--- src/design/dsf_consts.svh ---
// Constants for the drive status-flag generator.
// Assumes a single 100 MHz clock and a plain register port.
// How it works
// - Over-torque flag high while estimated torque exceeds the selected level.
// - Function code 07 routes the over-torque flag to a terminal.
// - Over-torque flag only meaningful in sensorless vector curve mode D3.
// - Function code 09 routes the low-supply flag, high during undervoltage.
// - Function code 10 routes the torque-clamp flag, high while limiting.
// - Torque-clamp flag needs curve select 03 plus the torque levels; the code uses curve 03 and meas.clamp_active only.
// - Code 11 flag high while run hours exceed the hours limit.
// - Code 12 flag high while powered hours exceed the same limit.
// - Heat warning high while thermal level exceeds its warning level.
// - Heat warning uses its own threshold, ahead of overload protection.
// - Any flag can go to either open-collector output or the relay.
// - Code 05 fault flag on from a trip until the fault is cleared.
`ifndef DSF_CONSTS_SVH
`define DSF_CONSTS_SVH

`define DSF_AW 4
`define DSF_DW 32
`define DSF_VW 16
`define DSF_CW 8
`define DSF_NFLAG 7

// Register indices on the register port
`define DSF_REG_CURVE 4'h0
`define DSF_REG_TQ0 4'h1
`define DSF_REG_HOURS 4'h5
`define DSF_REG_HEAT 4'h6
`define DSF_REG_SEL0 4'h7
`define DSF_REG_FLAGS 4'hA
`define DSF_REG_ISTAT 4'hB
`define DSF_REG_ICLR 4'hC
`define DSF_REG_IEN 4'hD

// Function option codes
`define DSF_FN_FAULT 8'h05
`define DSF_FN_OTQ 8'h07
`define DSF_FN_UV 8'h09
`define DSF_FN_CLAMP 8'h0A
`define DSF_FN_RUN 8'h0B
`define DSF_FN_PWR 8'h0C
`define DSF_FN_HEAT 8'h0D

// Curve selections
`define DSF_CURVE_CLAMP 8'h03
`define DSF_CURVE_SLV 8'hD3

// Reset values
`define DSF_RST_CURVE 8'h00
`define DSF_RST_LEVEL 16'hFFFF
`define DSF_RST_SEL0 8'h05
`define DSF_RST_SEL1 8'h07
`define DSF_RST_SEL2 8'h05

// Flag bit positions in the flag and interrupt registers
`define DSF_B_OTQ 0
`define DSF_B_UV 1
`define DSF_B_CLAMP 2
`define DSF_B_RUN 3
`define DSF_B_PWR 4
`define DSF_B_HEAT 5
`define DSF_B_FAULT 6

`endif

--- src/design/dsf_pkg.sv ---
// Types for the drive status-flag generator.
// Assumes dsf_consts.svh for the widths.
`include "dsf_consts.svh"

package dsf_pkg;
    typedef struct packed {
        logic fault;
        logic heat_warn;
        logic powered_over;
        logic run_over;
        logic torque_clamp;
        logic low_supply;
        logic over_torque;
    } dsf_flags_s;

    typedef logic [`DSF_CW-1:0] dsf_code_t;
    typedef logic [`DSF_VW-1:0] dsf_val_t;

    typedef struct packed {
        dsf_val_t est_torque;
        logic [1:0] quadrant;
        logic clamp_active;
        dsf_val_t run_hours;
        dsf_val_t powered_hours;
        dsf_val_t thermal_level;
    } dsf_meas_s;
endpackage

--- src/design/dsf_top.sv ---
// Status-flag generator: evaluates drive conditions into level flags
// and routes them to two open-collector terminals and the relay.
// Assumes measurements arrive on clk; undervoltage comes from a pin.
`timescale 1ns/10ps
`include "dsf_consts.svh"

module dsf_top (
    input wire logic clk, // 100 MHz system clock
    input wire logic reset, // Synchronous, active high
    input wire logic [`DSF_AW-1:0] reg_addr, // Register index
    input wire logic [`DSF_DW-1:0] reg_wdata, // Write data
    input wire logic reg_wr, // Write strobe
    input wire logic reg_rd, // Read strobe
    output logic [`DSF_DW-1:0] reg_rdata, // Read data, next cycle
    input wire dsf_pkg::dsf_meas_s meas, // Drive measurements
    input wire logic uv_pin, // Undervoltage detector pin
    input wire logic fault_trip, // Trip event pulse
    input wire logic fault_clear, // Fault clear pulse
    output logic [1:0] oc_o, // Open-collector data, always low
    output logic [1:0] oc_oe_n, // Low while terminal is pulled
    output logic relay_on, // Relay coil drive
    output logic irq // Level interrupt
);

    localparam int NOUT = 3;

    logic uv_s1_ff;
    logic uv_s2_ff;
    dsf_pkg::dsf_code_t curve_ff;
    dsf_pkg::dsf_val_t level_ff [4];
    dsf_pkg::dsf_val_t hours_limit_ff;
    dsf_pkg::dsf_val_t heat_level_ff;
    dsf_pkg::dsf_code_t sel_ff [NOUT];
    dsf_pkg::dsf_flags_s flags_ff;
    dsf_pkg::dsf_flags_s nxt_flags;
    logic [`DSF_NFLAG-1:0] prev_ff;
    logic [`DSF_NFLAG-1:0] istat_ff;
    logic [`DSF_NFLAG-1:0] ien_ff;
    logic [NOUT-1:0] nxt_term;
    logic fault_ff;
    logic wr_clr;
    logic slv_mode;
    logic clamp_mode;
    dsf_pkg::dsf_val_t torque_level;

    assign slv_mode = (curve_ff == `DSF_CURVE_SLV);
    assign clamp_mode = (curve_ff == `DSF_CURVE_CLAMP);
    assign torque_level = level_ff[meas.quadrant];
    assign wr_clr = reg_wr && (reg_addr == `DSF_REG_ICLR);

    // Undervoltage pin synchroniser
    always_ff @(posedge clk) begin
        if (reset) begin
            uv_s1_ff <= 1'b0;
            uv_s2_ff <= 1'b0;
        end else begin
            uv_s1_ff <= uv_pin;
            uv_s2_ff <= uv_s1_ff;
        end
    end

    // Configuration registers
    always_ff @(posedge clk) begin
        if (reset) begin
            curve_ff <= `DSF_RST_CURVE;
            hours_limit_ff <= `DSF_RST_LEVEL;
            heat_level_ff <= `DSF_RST_LEVEL;
            ien_ff <= '0;
        end else if (reg_wr) begin
            if (reg_addr == `DSF_REG_CURVE) begin
                curve_ff <= reg_wdata[`DSF_CW-1:0];
            end else if (reg_addr == `DSF_REG_HOURS) begin
                hours_limit_ff <= reg_wdata[`DSF_VW-1:0];
            end else if (reg_addr == `DSF_REG_HEAT) begin
                heat_level_ff <= reg_wdata[`DSF_VW-1:0];
            end else if (reg_addr == `DSF_REG_IEN) begin
                ien_ff <= reg_wdata[`DSF_NFLAG-1:0];
            end
        end
    end

    // Torque levels, one per operating quadrant
    for (genvar i = 0; i < 4; i++) begin : g_level
        always_ff @(posedge clk) begin
            if (reset) begin
                level_ff[i] <= `DSF_RST_LEVEL;
            end else if (reg_wr && reg_addr == `DSF_REG_TQ0 + 4'(i)) begin
                level_ff[i] <= reg_wdata[`DSF_VW-1:0];
            end
        end
    end

    // Terminal function selections
    for (genvar i = 0; i < NOUT; i++) begin : g_sel
        always_ff @(posedge clk) begin
            if (reset) begin
                sel_ff[i] <= (i == 0) ? `DSF_RST_SEL0 :
                             (i == 1) ? `DSF_RST_SEL1 : `DSF_RST_SEL2;
            end else if (reg_wr && reg_addr == `DSF_REG_SEL0 + 4'(i)) begin
                sel_ff[i] <= reg_wdata[`DSF_CW-1:0];
            end
        end
    end

    // Fault memory: trip sets, clear resets, trip wins
    always_ff @(posedge clk) begin
        if (reset) begin
            fault_ff <= 1'b0;
        end else if (fault_trip) begin
            fault_ff <= 1'b1;
        end else if (fault_clear) begin
            fault_ff <= 1'b0;
        end
    end

    // Flag evaluation
    always_comb begin
        nxt_flags = '0;
        nxt_flags.over_torque = slv_mode &&
            (meas.est_torque > torque_level);
        nxt_flags.low_supply = uv_s2_ff;
        nxt_flags.torque_clamp = clamp_mode && meas.clamp_active;
        nxt_flags.run_over = (meas.run_hours > hours_limit_ff);
        nxt_flags.powered_over =
            (meas.powered_hours > hours_limit_ff);
        nxt_flags.heat_warn =
            (meas.thermal_level > heat_level_ff);
        nxt_flags.fault = fault_ff;
    end

    always_ff @(posedge clk) begin
        if (reset) begin
            flags_ff <= '0;
        end else begin
            flags_ff <= nxt_flags;
        end
    end

    // Terminal routing, re-evaluated every cycle
    for (genvar i = 0; i < NOUT; i++) begin : g_route
        always_comb begin
            if (sel_ff[i] == `DSF_FN_OTQ) begin
                nxt_term[i] = flags_ff.over_torque;
            end else if (sel_ff[i] == `DSF_FN_UV) begin
                nxt_term[i] = flags_ff.low_supply;
            end else if (sel_ff[i] == `DSF_FN_CLAMP) begin
                nxt_term[i] = flags_ff.torque_clamp;
            end else if (sel_ff[i] == `DSF_FN_RUN) begin
                nxt_term[i] = flags_ff.run_over;
            end else if (sel_ff[i] == `DSF_FN_PWR) begin
                nxt_term[i] = flags_ff.powered_over;
            end else if (sel_ff[i] == `DSF_FN_HEAT) begin
                nxt_term[i] = flags_ff.heat_warn;
            end else if (sel_ff[i] == `DSF_FN_FAULT) begin
                nxt_term[i] = flags_ff.fault;
            end else begin
                nxt_term[i] = 1'b0;
            end
        end
    end

    always_ff @(posedge clk) begin
        if (reset) begin
            oc_o <= 2'h0;
            oc_oe_n <= 2'h3;
            relay_on <= 1'b0;
        end else begin
            oc_o <= 2'h0;
            oc_oe_n <= ~nxt_term[1:0];
            relay_on <= nxt_term[2];
        end
    end

    // Interrupt status: rising flag edges, set wins over clear
    always_ff @(posedge clk) begin
        if (reset) begin
            prev_ff <= '0;
            istat_ff <= '0;
            irq <= 1'b0;
        end else begin
            prev_ff <= flags_ff;
            istat_ff <= (istat_ff & ~(wr_clr ? reg_wdata[`DSF_NFLAG-1:0] :
                         '0)) | (flags_ff & ~prev_ff);
            irq <= |(((istat_ff & ~(wr_clr ? reg_wdata[`DSF_NFLAG-1:0] :
                   '0)) | (flags_ff & ~prev_ff)) & ien_ff);
        end
    end

    // Read port
    always_ff @(posedge clk) begin
        if (reset) begin
            reg_rdata <= '0;
        end else if (reg_rd) begin
            if (reg_addr == `DSF_REG_CURVE) begin
                reg_rdata <= {24'h000000, curve_ff};
            end else if (reg_addr >= `DSF_REG_TQ0 &&
                         reg_addr < `DSF_REG_HOURS) begin
                reg_rdata <= {16'h0000,
                    level_ff[2'(reg_addr - `DSF_REG_TQ0)]};
            end else if (reg_addr == `DSF_REG_HOURS) begin
                reg_rdata <= {16'h0000, hours_limit_ff};
            end else if (reg_addr == `DSF_REG_HEAT) begin
                reg_rdata <= {16'h0000, heat_level_ff};
            end else if (reg_addr >= `DSF_REG_SEL0 &&
                         reg_addr < `DSF_REG_FLAGS) begin
                reg_rdata <= {24'h000000,
                    sel_ff[2'(reg_addr - `DSF_REG_SEL0)]};
            end else if (reg_addr == `DSF_REG_FLAGS) begin
                reg_rdata <= {25'h0000000, flags_ff};
            end else if (reg_addr == `DSF_REG_ISTAT) begin
                reg_rdata <= {25'h0000000, istat_ff};
            end else if (reg_addr == `DSF_REG_IEN) begin
                reg_rdata <= {25'h0000000, ien_ff};
            end else begin
                reg_rdata <= '0;
            end
        end else begin
            reg_rdata <= '0;
        end
    end
endmodule

--- config.mk ---
export PLATFORM = sky130hd
export DESIGN_NAME = dsf_top
export DESIGN_NICKNAME = d
export VERILOG_FILES = /design/src/design/dsf_pkg.sv /design/src/design/dsf_top.sv
export VERILOG_INCLUDE_DIRS = /design/src /design/src/design
export SDC_FILE = /design/constraint.sdc
export NUM_CORES = 1
export LEC_CHECK = 0
export BUFFER_PORTS_ARGS = -buffer_cell sky130_fd_sc_hd__buf_4
export CORE_MARGIN = 5
export CORE_UTILIZATION = 45
export DETAILED_ROUTE_END_ITERATION = 8
export PLACE_DENSITY = 0.7
export SKIP_CTS_REPAIR_TIMING = 1
export SYNTH_ARGS = -nofsm -noshare
export SYNTH_HDL_FRONTEND = slang
export SYNTH_SLANG_ARGS = --single-unit
export TNS_END_PERCENT = 10
--- constraint.sdc ---
create_clock -name clk -period 3.27 [get_ports clk]
set_clock_uncertainty 0.05 [all_clocks]
set_input_delay 0.327 -clock clk [delete_from_list [all_inputs] [get_ports clk]]
set_output_delay 0.327 -clock clk [all_outputs]
set_load 0.03 [all_outputs]
==> flow_results.xml, run 1 <==
<?xml version="1.0" encoding="UTF-8"?>
<metrics>
  <group name="outcome">
    <metric name="outcome" unit="">complete, no violations</metric>
  </group>
  <group name="placement">
    <metric name="port_buffers" unit="">113</metric>
    <metric name="place_area" unit="sq mm">0.0111</metric>
    <metric name="place_hpwl" unit="um">20100</metric>
    <metric name="finalWeightedCongestion" unit="">0.892</metric>
    <metric name="place_inst" unit="">1350</metric>
    <metric name="dp_worst_setup_slack" unit="ps">662</metric>
  </group>
  <group name="floorplanning">
    <metric name="chipWidth" unit="um">160</metric>
    <metric name="floorplan.core_area" unit="sq mm">0.0220</metric>
    <metric name="boundaryPins" unit="">148</metric>
    <metric name="floorplan.die.height" unit="um">160</metric>
    <metric name="placement_rows" unit="">54</metric>
    <metric name="die_area" unit="sq mm">0.0255</metric>
    <metric name="initial_core_util" unit="">0.460</metric>
  </group>
  <group name="critical_path">
    <metric name="crit_path_cell_trace" unit="">buf_4, inv_1, ha_1, nor2b_1, and3b_1, and3_1, nand2_1, nand3b_1</metric>
    <metric name="crit_path_category" unit="">input port to flop</metric>
    <metric name="critical_path.startpoint_type" unit="">input port</metric>
    <metric name="critical_path_data_arrival_time" unit="ps">2540</metric>
    <metric name="critical_path.max_fanout" unit="">16</metric>
    <metric name="worstPathRequired" unit="ps">3600</metric>
    <metric name="slowest_delay" unit="ps">620</metric>
    <metric name="end_kind" unit="">flop</metric>
    <metric name="cpMaxStageDelayCell" unit="">sky130_fd_sc_hd__and3_1</metric>
  </group>
  <group name="cells_and_area">
    <metric name="syn_to_final_growth" unit="%">15.1</metric>
    <metric name="final_cells" unit="">1382</metric>
    <metric name="final_cell_area" unit="sq mm">0.0116</metric>
    <metric name="proportion_of_layout_cells_with_a_drive_suffix_above_1" unit="">0.212</metric>
    <metric name="finalNetCount" unit="">1268</metric>
    <metric name="fin_util" unit="">0.529</metric>
    <metric name="antenna_cells_inserted" unit="">0</metric>
  </group>
  <group name="logic_synthesis">
    <metric name="yosysUniqueCellTypes" unit="">65</metric>
    <metric name="yosys-top-cells-area" unit="">sky130_fd_sc_hd__edfxtp_1 (26%), sky130_fd_sc_hd__dfxtp_1 (18%), sky130_fd_sc_hd__ha_1 (8.6%)</metric>
    <metric name="synth_seq_cells" unit="">179</metric>
    <metric name="yosysMostFrequentCell" unit="">sky130_fd_sc_hd__nand2_1</metric>
    <metric name="asyncSetResetFlopFracSynth" unit="">0</metric>
    <metric name="avgSynthCellArea" unit="sq um">10.1</metric>
    <metric name="post-synth-top-area-cell" unit="">sky130_fd_sc_hd__edfxtp_1</metric>
    <metric name="post_synth_inst_count" unit="">1003</metric>
    <metric name="synthTopCellsByCount" unit="">sky130_fd_sc_hd__nand2_1 (131), sky130_fd_sc_hd__dfxtp_1 (91), sky130_fd_sc_hd__edfxtp_1 (88), sky130_fd_sc_hd__ha_1 (69), sky130_fd_sc_hd__inv_1 (62)</metric>
    <metric name="synth_enable_flop_cells" unit="">88</metric>
    <metric name="count_of_yosys_warnings_during_synthesis" unit="">0</metric>
    <metric name="syn-cell-area" unit="sq mm">0.0101</metric>
    <metric name="dominantRegCellSynth" unit="">sky130_fd_sc_hd__dfxtp_1</metric>
    <metric name="post-synth-top-area-fraction" unit="">0.262</metric>
    <metric name="portion_of_the_post_synthesis_area_used_by_sequential_elements" unit="">0.442</metric>
  </group>
  <group name="drt">
    <metric name="firstDrtPassIters" unit="">5</metric>
    <metric name="vias_per_cell" unit="">5.73</metric>
    <metric name="post-route-drc-count" unit="">0</metric>
    <metric name="routed-via-count" unit="">7925</metric>
    <metric name="final_antenna_net_count" unit="">0</metric>
    <metric name="drt_iter0_drc" unit="">734</metric>
    <metric name="wire_per_inst" unit="um">19.9</metric>
    <metric name="route.final.wire_length" unit="um">27500</metric>
  </group>
  <group name="sta">
    <metric name="hold-worst-slack" unit="ps">55.4</metric>
    <metric name="finalSetupViolCount" unit="">0</metric>
    <metric name="slew_headroom" unit="">0.382</metric>
    <metric name="max_freq" unit="GHz">0.451</metric>
    <metric name="finalHoldViolations" unit="">0</metric>
    <metric name="report.final.slew_viol_count" unit="">0</metric>
    <metric name="final_critical_path_setup_slack" unit="ps">1050</metric>
    <metric name="unrepaired_setup_endpoints_after_global_routing" unit="">no</metric>
    <metric name="timing.final.crit_share" unit="">0.678</metric>
    <metric name="worst_slew_pin_tran" unit="ps">920</metric>
    <metric name="period_needed" unit="ps">2220</metric>
    <metric name="setup-tns-final" unit="ps">0</metric>
  </group>
  <group name="clocking">
    <metric name="tritoncts.num_buffers" unit="">17</metric>
    <metric name="clkSinkCount" unit="">179</metric>
    <metric name="clock_tree.htree_level_count" unit="">4</metric>
    <metric name="clock_latency_on_the_worst_skew_pair" unit="ps">440</metric>
    <metric name="cts.path.max_buffers" unit="">2</metric>
    <metric name="cts_tree" unit="">yes</metric>
    <metric name="worst_setup_hold_path_clk_slew" unit="ps">70</metric>
    <metric name="cts_root_buf" unit="">sky130_fd_sc_hd__clkbuf_16</metric>
  </group>
  <group name="global_route">
    <metric name="grt_usage" unit="">0.214</metric>
    <metric name="grt-ovfl-total" unit="">0</metric>
    <metric name="grt_antenna_before_repair" unit="">0</metric>
    <metric name="maximum_number_of_pins_on_one_net_before_global_route_repair" unit="">46</metric>
    <metric name="first_global_vias" unit="">7776</metric>
    <metric name="grt_first_pass_wirelength" unit="um">43000</metric>
  </group>
  <group name="power_and_ir_drop">
    <metric name="power_density" unit="mW/mm^2">446</metric>
    <metric name="fin_total_pwr" unit="mW">5.18</metric>
    <metric name="ir_worst_vdd" unit="V">0.000314</metric>
    <metric name="p_leak" unit="nW">4.89</metric>
  </group>
  <group name="worst_hold_path">
    <metric name="min_path_type" unit="">input port to flop</metric>
  </group>
  <group name="flow_run">
    <metric name="max-cap-violations" unit="">0</metric>
  </group>
</metrics>
registers in the layout, summed over array words and instances, names as in the netlist, 2 cells and up:
name,flops
curve_ff,8
flags_ff,7
heat_level_ff,16
hours_limit_ff,16
ien_ff,7
istat_ff,7
level_ff,64
oc_oe_n,2
prev_ff,7
reg_rdata,16
sel_ff,24
placed cells by master (no fill, tap or decap), types with 9 or more instances in the layout:
cell                        count
sky130_fd_sc_hd__edfxtp_1      88
sky130_fd_sc_hd__dfxtp_1       91
sky130_fd_sc_hd__and2_1        17
sky130_fd_sc_hd__conb_1        18
sky130_fd_sc_hd__o21ai_0       13
sky130_fd_sc_hd__nand3b_1      36
sky130_fd_sc_hd__ha_1          69
sky130_fd_sc_hd__a22o_1         9
sky130_fd_sc_hd__nand2_1      131
sky130_fd_sc_hd__mux4_2        32
sky130_fd_sc_hd__mux2i_1        9
sky130_fd_sc_hd__nand2b_1      43
sky130_fd_sc_hd__a21o_1        10
sky130_fd_sc_hd__mux2_2         9
sky130_fd_sc_hd__inv_1         62
sky130_fd_sc_hd__buf_4        122
sky130_fd_sc_hd__a21oi_1       59
sky130_fd_sc_hd__nor2b_1       27
sky130_fd_sc_hd__nand3_1       22
sky130_fd_sc_hd__or2_2         35
sky130_fd_sc_hd__nor3_1        22
sky130_fd_sc_hd__a221oi_1       9
sky130_fd_sc_hd__nor2_1        36
sky130_fd_sc_hd__clkbuf_16     18
logic make-up (layout without fill, tap and decap cells):
logic type | after synthesis | after routing | share of synthesized area
adders and majority gates | 69 | 69 | 0.0855
muxes | 50 | 50 | 0.0904
AOI/OAI and AO/OA | 160 | 160 | 0.105
xor gates and xnor gates | 1 | 1 | 0.000868
DFF | 179 | 179 | 0.442
and+or+nand+nor | 409 | 409 | 0.216
other | 1 | 18 | 0.000371
buffers and inverters | 134 | 216 | 0.0596
worst max-delay path, delay by kind of cell:
kind / cells / cell delay [ps]
adders and majority gates: 1 / 340
buffers and inverters: 2 / 210
and+or+nand+nor: 5 / 1650
per-layer routing:
| layer | vias up | wire [um] | global-route usage |
|---|---|---|---|
| li1 | 3727 | - | - |
| met1 | 3780 | 11900 | 0.293 |
| met2 | 358 | 12600 | 0.336 |
| met3 | 60 | 2040 | 0.0430 |
| met4 | 0 | 1010 | 0.0821 |
| met5 | - | 0 | 0 |
power breakdown:
part	leakage [nW]	switching, mW	internal [mW]
registers	1.61	0.0600	2.44
clock network	0.278	0.902	1.06
logic	3.00	0.402	0.315
total	4.89	1.36	3.82
cell type report:
| class | instances | area (sq um) |
|---|---|---|
| clock buffer | 21 | 472 |
| clock inverter | 11 | 91.3 |
| fill | 1951 | 10300 |
| inverter | 62 | 233 |
| multi-input combinational | 707 | 5090 |
| sequential | 179 | 4460 |
| tap | 280 | 350 |
| timing repair buffer | 122 | 916 |
worst paths after layout:
path                        start                to  slack (ps)  depth (start not counted)
setup / recovery      reg_addr[1]  heat_level_ff[9]        1050                          8
hold / removal             uv_pin          uv_s1_ff          60                          2
setup reg to reg  level_ff[3][13]       flags_ff[0]        1110                          8
hold reg to reg          uv_s1_ff          uv_s2_ff         380                          1
No activity file was read; power rests on OpenSTA's default activity.
==> run 2: changes to the inputs <==
clock period = 2.3 ns   (was 3.27 ns; I/O delays follow)
==> run 2 against run 1 <==
Against the previous run: the run now ends with negative hold slack left; worst setup slack got worse by 950 ps; via count increased by 1.5%; sequential power increased by 42%; first-iteration DRC count increased by 23%; largest cell class unchanged.
==> flow_results.xml, run 2 (synthesis results as in run 1) <==
<?xml version="1.0" encoding="UTF-8"?>
<metrics>
  <group name="outcome">
    <metric name="outcome" unit="">finished, violations left</metric>
    <metric name="failed_checks" unit="">negative hold slack</metric>
  </group>
  <group name="drt">
    <metric name="post-route-drc-count" unit="">0</metric>
    <metric name="routed-via-count" unit="">8040</metric>
    <metric name="final_antenna_net_count" unit="">0</metric>
    <metric name="vias_per_cell" unit="">5.70</metric>
    <metric name="wire_per_inst" unit="um">20.1</metric>
    <metric name="route.final.wire_length" unit="um">28300</metric>
    <metric name="drt_iter0_drc" unit="">904</metric>
    <metric name="firstDrtPassIters" unit="">5</metric>
  </group>
  <group name="sta">
    <metric name="timing.final.crit_share" unit="">0.955</metric>
    <metric name="slew_headroom" unit="">0.410</metric>
    <metric name="unrepaired_setup_endpoints_after_global_routing" unit="">no</metric>
    <metric name="setup-tns-final" unit="ps">0</metric>
    <metric name="finalHoldViolations" unit="">1</metric>
    <metric name="worst_slew_pin_tran" unit="ps">878</metric>
    <metric name="report.final.slew_viol_count" unit="">0</metric>
    <metric name="max_freq" unit="GHz">0.455</metric>
    <metric name="hold-worst-slack" unit="ps">-3.81</metric>
    <metric name="period_needed" unit="ps">2200</metric>
    <metric name="finalSetupViolCount" unit="">0</metric>
  </group>
  <group name="critical_path">
    <metric name="critical_path.max_fanout" unit="">3</metric>
    <metric name="critical_path.reg2reg.startpoint" unit="">level_ff[3][12]</metric>
    <metric name="critical_path_data_arrival_time" unit="ps">2450</metric>
    <metric name="end_kind" unit="">flop</metric>
    <metric name="critical_path.startpoint_type" unit="">flop</metric>
    <metric name="crit_path_category" unit="">flop to flop</metric>
    <metric name="cp-startpoint" unit="">level_ff[3][12]</metric>
    <metric name="worstPathRequired" unit="ps">2550</metric>
  </group>
  <group name="floorplanning">
    <metric name="placement_rows" unit="">54</metric>
    <metric name="boundaryPins" unit="">148</metric>
    <metric name="die_area" unit="sq mm">0.0255</metric>
    <metric name="floorplan.die.height" unit="um">160</metric>
    <metric name="floorplan.core_area" unit="sq mm">0.0220</metric>
    <metric name="chipWidth" unit="um">160</metric>
    <metric name="initial_core_util" unit="">0.460</metric>
  </group>
  <group name="clocking">
    <metric name="clkSinkCount" unit="">179</metric>
    <metric name="clock_tree.htree_level_count" unit="">4</metric>
    <metric name="cts.path.max_buffers" unit="">2</metric>
    <metric name="worst_setup_hold_path_clk_slew" unit="ps">70</metric>
    <metric name="cts_root_buf" unit="">sky130_fd_sc_hd__clkbuf_16</metric>
    <metric name="tritoncts.num_buffers" unit="">17</metric>
    <metric name="cts_tree" unit="">yes</metric>
    <metric name="clock_latency_on_the_worst_skew_pair" unit="ps">440</metric>
  </group>
  <group name="global_route">
    <metric name="first_global_vias" unit="">7964</metric>
    <metric name="grt_antenna_before_repair" unit="">0</metric>
    <metric name="maximum_number_of_pins_on_one_net_before_global_route_repair" unit="">44</metric>
    <metric name="grt_first_pass_wirelength" unit="um">44100</metric>
    <metric name="grt_usage" unit="">0.220</metric>
    <metric name="grt-ovfl-total" unit="">0</metric>
  </group>
  <group name="cells_and_area">
    <metric name="proportion_of_layout_cells_with_a_drive_suffix_above_1" unit="">0.235</metric>
    <metric name="antenna_cells_inserted" unit="">0</metric>
    <metric name="syn_to_final_growth" unit="%">18.0</metric>
    <metric name="layout_top_registers" unit="">level_ff: 64 flops, sel_ff: 24 flops</metric>
    <metric name="fin_util" unit="">0.542</metric>
    <metric name="largest_register" unit="">level_ff</metric>
    <metric name="finalNetCount" unit="">1296</metric>
    <metric name="final_cells" unit="">1410</metric>
    <metric name="most_common_library_cell_in_the_layout_ignoring_fill_and_taps" unit="">sky130_fd_sc_hd__buf_4</metric>
    <metric name="multi_input_area" unit="sq mm">0.00510</metric>
    <metric name="most-common-layout-cells" unit="">sky130_fd_sc_hd__buf_4 (145), sky130_fd_sc_hd__nand2_1 (131), sky130_fd_sc_hd__dfxtp_1 (91)</metric>
    <metric name="n_fill_cell" unit="">1916</metric>
    <metric name="max_ffs_per_register" unit="">64</metric>
    <metric name="seq_area" unit="sq mm">0.00446</metric>
  </group>
  <group name="worst_hold_path">
    <metric name="min_path_type" unit="">input port to flop</metric>
    <metric name="worst_hold_startpoint" unit="">reg_wdata[8]</metric>
  </group>
  <group name="power_and_ir_drop">
    <metric name="ir_worst_vdd" unit="V">0.000470</metric>
    <metric name="power_density" unit="mW/mm^2">633</metric>
    <metric name="p_leak" unit="nW">5.05</metric>
  </group>
  <group name="placement">
    <metric name="place_hpwl" unit="um">21000</metric>
    <metric name="place_inst" unit="">1376</metric>
    <metric name="finalWeightedCongestion" unit="">0.967</metric>
    <metric name="port_buffers" unit="">113</metric>
  </group>
  <group name="flow_run">
    <metric name="max-cap-violations" unit="">0</metric>
  </group>
</metrics>
[run 2: changes by cell type in the layout (fill, tap and decap cells not counted), moves of 2 or more]
cell and delta:
sky130_fd_sc_hd__buf_12 +3, sky130_fd_sc_hd__buf_4 +23, sky130_fd_sc_hd__clkbuf_1 -2, sky130_fd_sc_hd__clkinv_4 +3, sky130_fd_sc_hd__dlygate4sd3_1 +2, sky130_fd_sc_hd__inv_6 -3
sky130_fd_sc_hd__inv_8 +4
[run 2: path summary, 6_finish.rpt]
path         depth (start not counted)                 to  slack, ps
max reg2reg                          8        flags_ff[0]        100
min                                  3  hours_limit_ff[8]         -4
min reg2reg                          1           uv_s2_ff        390
max                                  8        flags_ff[0]        100
[run 2: cell type report]
class / count / area share
Multi-Input combinational cell: 707 / 0.428
Sequential cell: 179 / 0.375
Timing Repair Buffer: 150 / 0.0981
Clock buffer: 17 / 0.0357
Tap cell: 280 / 0.0294
Inverter: 62 / 0.0195
Clock inverter: 15 / 0.0138
[run 2: through the flow]
step | power [mW] | area, sq um | hold WS, ps | setup WS [ps]
6_report | 7.54 | 11900 | -3.81 | 103
4_1_cts | 7.55 | 11900 | -57.0 | 34.8
3_3_place_gp | 4.65 | 11300 | 370 | -39.2
5_1_grt | 7.80 | 11900 | 2.65 | 28.2
3_5_place_dp | 4.68 | 11300 | 372 | -90.8
2_1_floorplan | 4.27 | 10200 | 297 | -0.615
[run 2: metal layers]
metal | wire, um | up-vias | part of all wire | track usage
met5 | 0 | - | 0 | 0
met1 | 12300 | 3831 | 0.44 | 0.297
met4 | 513 | 0 | 0.018 | 0.0591
met2 | 13300 | 382 | 0.47 | 0.360
met3 | 2160 | 50 | 0.076 | 0.0490
li1 | - | 3777 | - | -
[run 2: critical path, stage by stage, from the launching register on]
cell and delay (ps):
sky130_fd_sc_hd__edfxtp_1 400, sky130_fd_sc_hd__mux4_2 480, sky130_fd_sc_hd__inv_1 70, sky130_fd_sc_hd__ha_1 240
sky130_fd_sc_hd__nand3_1 140, sky130_fd_sc_hd__or2_2 130, sky130_fd_sc_hd__a31oi_1 90, sky130_fd_sc_hd__a211oi_2 300
sky130_fd_sc_hd__a31oi_1 150
[run 2: where the power goes]
part           total (mW)  internal, mW  switching, mW
clock network        2.91          1.54           1.37
logic                1.07         0.480          0.586
registers            3.56          3.47         0.0878
total                7.54          5.50           2.04
==> run 3: changes to the inputs <==
CORE_ASPECT_RATIO = 1.4   (was default)
PLACE_DENSITY = 0.75   (was 0.7)
==> run 3 against run 2 <==
Against the previous run: the run now ends clean; count of clock-buffer cells in the layout increased by 2; die area is 0.17% higher; via count down 0.71%; fmax is 5.6% higher; first-iteration DRC count decreased by 23%; sequential cell count unchanged; worst hold slack improved by 12 ps; non-clock buffer count fell by 2; critical path type unchanged.
==> flow_results.xml, run 3 (synthesis results as in run 1) <==
<?xml version="1.0" encoding="UTF-8"?>
<metrics>
  <group name="global_route">
    <metric name="grt_busiest_layer" unit="">met2</metric>
    <metric name="maximum_number_of_pins_on_one_net_before_global_route_repair" unit="">37</metric>
    <metric name="grt_antenna_before_repair" unit="">0</metric>
    <metric name="grt_first_pass_wirelength" unit="um">42900</metric>
    <metric name="use_met1" unit="">0.268</metric>
    <metric name="grt.met2_usage" unit="">0.379</metric>
    <metric name="first_global_vias" unit="">7821</metric>
    <metric name="grt-ovfl-total" unit="">0</metric>
    <metric name="grt_use_met3" unit="">0.0379</metric>
    <metric name="grt_usage" unit="">0.220</metric>
  </group>
  <group name="critical_path">
    <metric name="end_kind" unit="">flop</metric>
    <metric name="critical_path_data_arrival_time" unit="ps">2350</metric>
    <metric name="critical_path.max_fanout" unit="">3</metric>
    <metric name="critical_path.startpoint_type" unit="">flop</metric>
    <metric name="worstPathRequired" unit="ps">2570</metric>
    <metric name="worst-r2r-setup-slack" unit="ps">220</metric>
    <metric name="cp-startpoint" unit="">level_ff[0][12]</metric>
    <metric name="crit_path_category" unit="">flop to flop</metric>
    <metric name="critical_path.reg2reg.startpoint" unit="">level_ff[0][12]</metric>
  </group>
  <group name="drt">
    <metric name="drt_iter0_drc" unit="">697</metric>
    <metric name="post-route-drc-count" unit="">0</metric>
    <metric name="vias_per_cell" unit="">5.60</metric>
    <metric name="firstDrtPassIters" unit="">5</metric>
    <metric name="wire_per_inst" unit="um">19.7</metric>
    <metric name="routed-via-count" unit="">7983</metric>
    <metric name="final_antenna_net_count" unit="">0</metric>
    <metric name="route.final.wire_length" unit="um">28000</metric>
  </group>
  <group name="placement">
    <metric name="place_area" unit="sq mm">0.0113</metric>
    <metric name="port_buffers" unit="">113</metric>
    <metric name="finalWeightedCongestion" unit="">0.930</metric>
    <metric name="place_inst" unit="">1390</metric>
    <metric name="place_hpwl" unit="um">20600</metric>
  </group>
  <group name="cells_and_area">
    <metric name="final_cells" unit="">1425</metric>
    <metric name="syn_to_final_growth" unit="%">17.8</metric>
    <metric name="most_common_library_cell_in_the_layout_ignoring_fill_and_taps" unit="">sky130_fd_sc_hd__buf_4</metric>
    <metric name="antenna_cells_inserted" unit="">0</metric>
    <metric name="most-common-layout-cells" unit="">sky130_fd_sc_hd__buf_4 (144), sky130_fd_sc_hd__nand2_1 (131), sky130_fd_sc_hd__dfxtp_1 (91)</metric>
    <metric name="final_cell_area" unit="sq mm">0.0119</metric>
    <metric name="proportion_of_layout_cells_with_a_drive_suffix_above_1" unit="">0.230</metric>
    <metric name="max_ffs_per_register" unit="">64</metric>
    <metric name="layout_top_registers" unit="">level_ff: 64 flops, sel_ff: 24 flops</metric>
    <metric name="largest_register" unit="">level_ff</metric>
    <metric name="fin_util" unit="">0.540</metric>
    <metric name="n_fill_cell" unit="">1939</metric>
    <metric name="finalNetCount" unit="">1294</metric>
  </group>
  <group name="clocking">
    <metric name="cts.path.max_buffers" unit="">2</metric>
    <metric name="cts_root_buf" unit="">sky130_fd_sc_hd__clkbuf_16</metric>
    <metric name="tritoncts.num_buffers" unit="">17</metric>
    <metric name="clock_latency_on_the_worst_skew_pair" unit="ps">440</metric>
    <metric name="clock_tree.htree_level_count" unit="">4</metric>
    <metric name="clkSinkCount" unit="">179</metric>
    <metric name="worst_setup_hold_path_clk_slew" unit="ps">70</metric>
    <metric name="cts_tree" unit="">yes</metric>
  </group>
  <group name="floorplanning">
    <metric name="initial_core_util" unit="">0.458</metric>
    <metric name="floorplan.die.height" unit="um">187</metric>
    <metric name="die_area" unit="sq mm">0.0256</metric>
    <metric name="boundaryPins" unit="">148</metric>
    <metric name="chipWidth" unit="um">137</metric>
    <metric name="floorplan.core_area" unit="sq mm">0.0220</metric>
    <metric name="placement_rows" unit="">64</metric>
  </group>
  <group name="worst_hold_path">
    <metric name="min_path_type" unit="">input port to flop</metric>
    <metric name="worst_hold_startpoint" unit="">reg_wdata[13]</metric>
  </group>
  <group name="power_and_ir_drop">
    <metric name="power_density" unit="mW/mm^2">636</metric>
    <metric name="ir_worst_vdd" unit="V">0.000568</metric>
    <metric name="p_leak" unit="nW">5.04</metric>
  </group>
  <group name="flow_run">
    <metric name="max-cap-violations" unit="">0</metric>
  </group>
  <group name="sta">
    <metric name="period_needed" unit="ps">2080</metric>
    <metric name="slew_headroom" unit="">0.584</metric>
    <metric name="timing.final.crit_share" unit="">0.904</metric>
    <metric name="finalHoldViolations" unit="">0</metric>
    <metric name="finalSetupViolCount" unit="">0</metric>
    <metric name="max_freq" unit="GHz">0.481</metric>
    <metric name="report.final.slew_viol_count" unit="">0</metric>
    <metric name="unrepaired_setup_endpoints_after_global_routing" unit="">no</metric>
    <metric name="worst_slew_pin_tran" unit="ps">619</metric>
  </group>
  <group name="outcome">
    <metric name="outcome" unit="">complete, no violations</metric>
  </group>
</metrics>
-- run 3: changes by cell type in the layout (fill, tap and decap cells not counted), sizes merged --
cell / change
buf: -3
clkbuf: +2
bufinv: +1
inv: -1
clkinv: -2
dlygate4sd3: +1
-- run 3: cell type report --
type,instances,area (sq um),share of cell area
Multi-Input combinational cell,707,5090,0.428
Inverter,62,233,0.0196
Clock inverter,13,134,0.0113
Clock buffer,19,464,0.0390
Timing Repair Buffer,148,1130,0.0951
Sequential cell,179,4460,0.375
Tap cell,297,372,0.0313
-- run 3: critical path, cell delays in order, from the launching register on --
cell and delay [ps]:
sky130_fd_sc_hd__edfxtp_1 410, sky130_fd_sc_hd__mux4_2 460, sky130_fd_sc_hd__inv_1 110, sky130_fd_sc_hd__ha_1 270, sky130_fd_sc_hd__nand3_1 120, sky130_fd_sc_hd__or2_2 110
sky130_fd_sc_hd__a31oi_1 60, sky130_fd_sc_hd__a211oi_1 270, sky130_fd_sc_hd__a31oi_1 110
-- run 3: metal layers --
| metal | part of all wire | routed length [um] |
|---|---|---|
| met1 | 0.39 | 10800 |
| met2 | 0.52 | 14500 |
| met3 | 0.059 | 1640 |
| met4 | 0.039 | 1090 |
| met5 | 0 | 0 |
-- run 3: through the flow --
step	total power [mW]	setup slack [ps]	setup TNS, ps	hold WS, ps
6_report	7.57	220	0	7.78
5_1_grt	7.82	10.4	0	9.81
4_1_cts	7.58	190	0	-63.0
3_5_place_dp	4.69	31.6	0	387
3_3_place_gp	4.66	60.8	0	368
2_1_floorplan	4.27	-0.615	-0.615	297
-- run 3: where the power goes --
part	leakage [nW]	internal (mW)	switching, mW	total [mW]
clock network	0.299	1.65	1.28	2.93
logic	3.13	0.477	0.599	1.08
registers	1.61	3.47	0.0837	3.56
total	5.04	5.60	1.96	7.57
-- run 3: worst paths after layout --
check             cells after the start                 to
setup / recovery                      8        flags_ff[0]
hold / removal                        3  heat_level_ff[13]
setup reg to reg                      8        flags_ff[0]
hold reg to reg                       1           uv_s2_ff
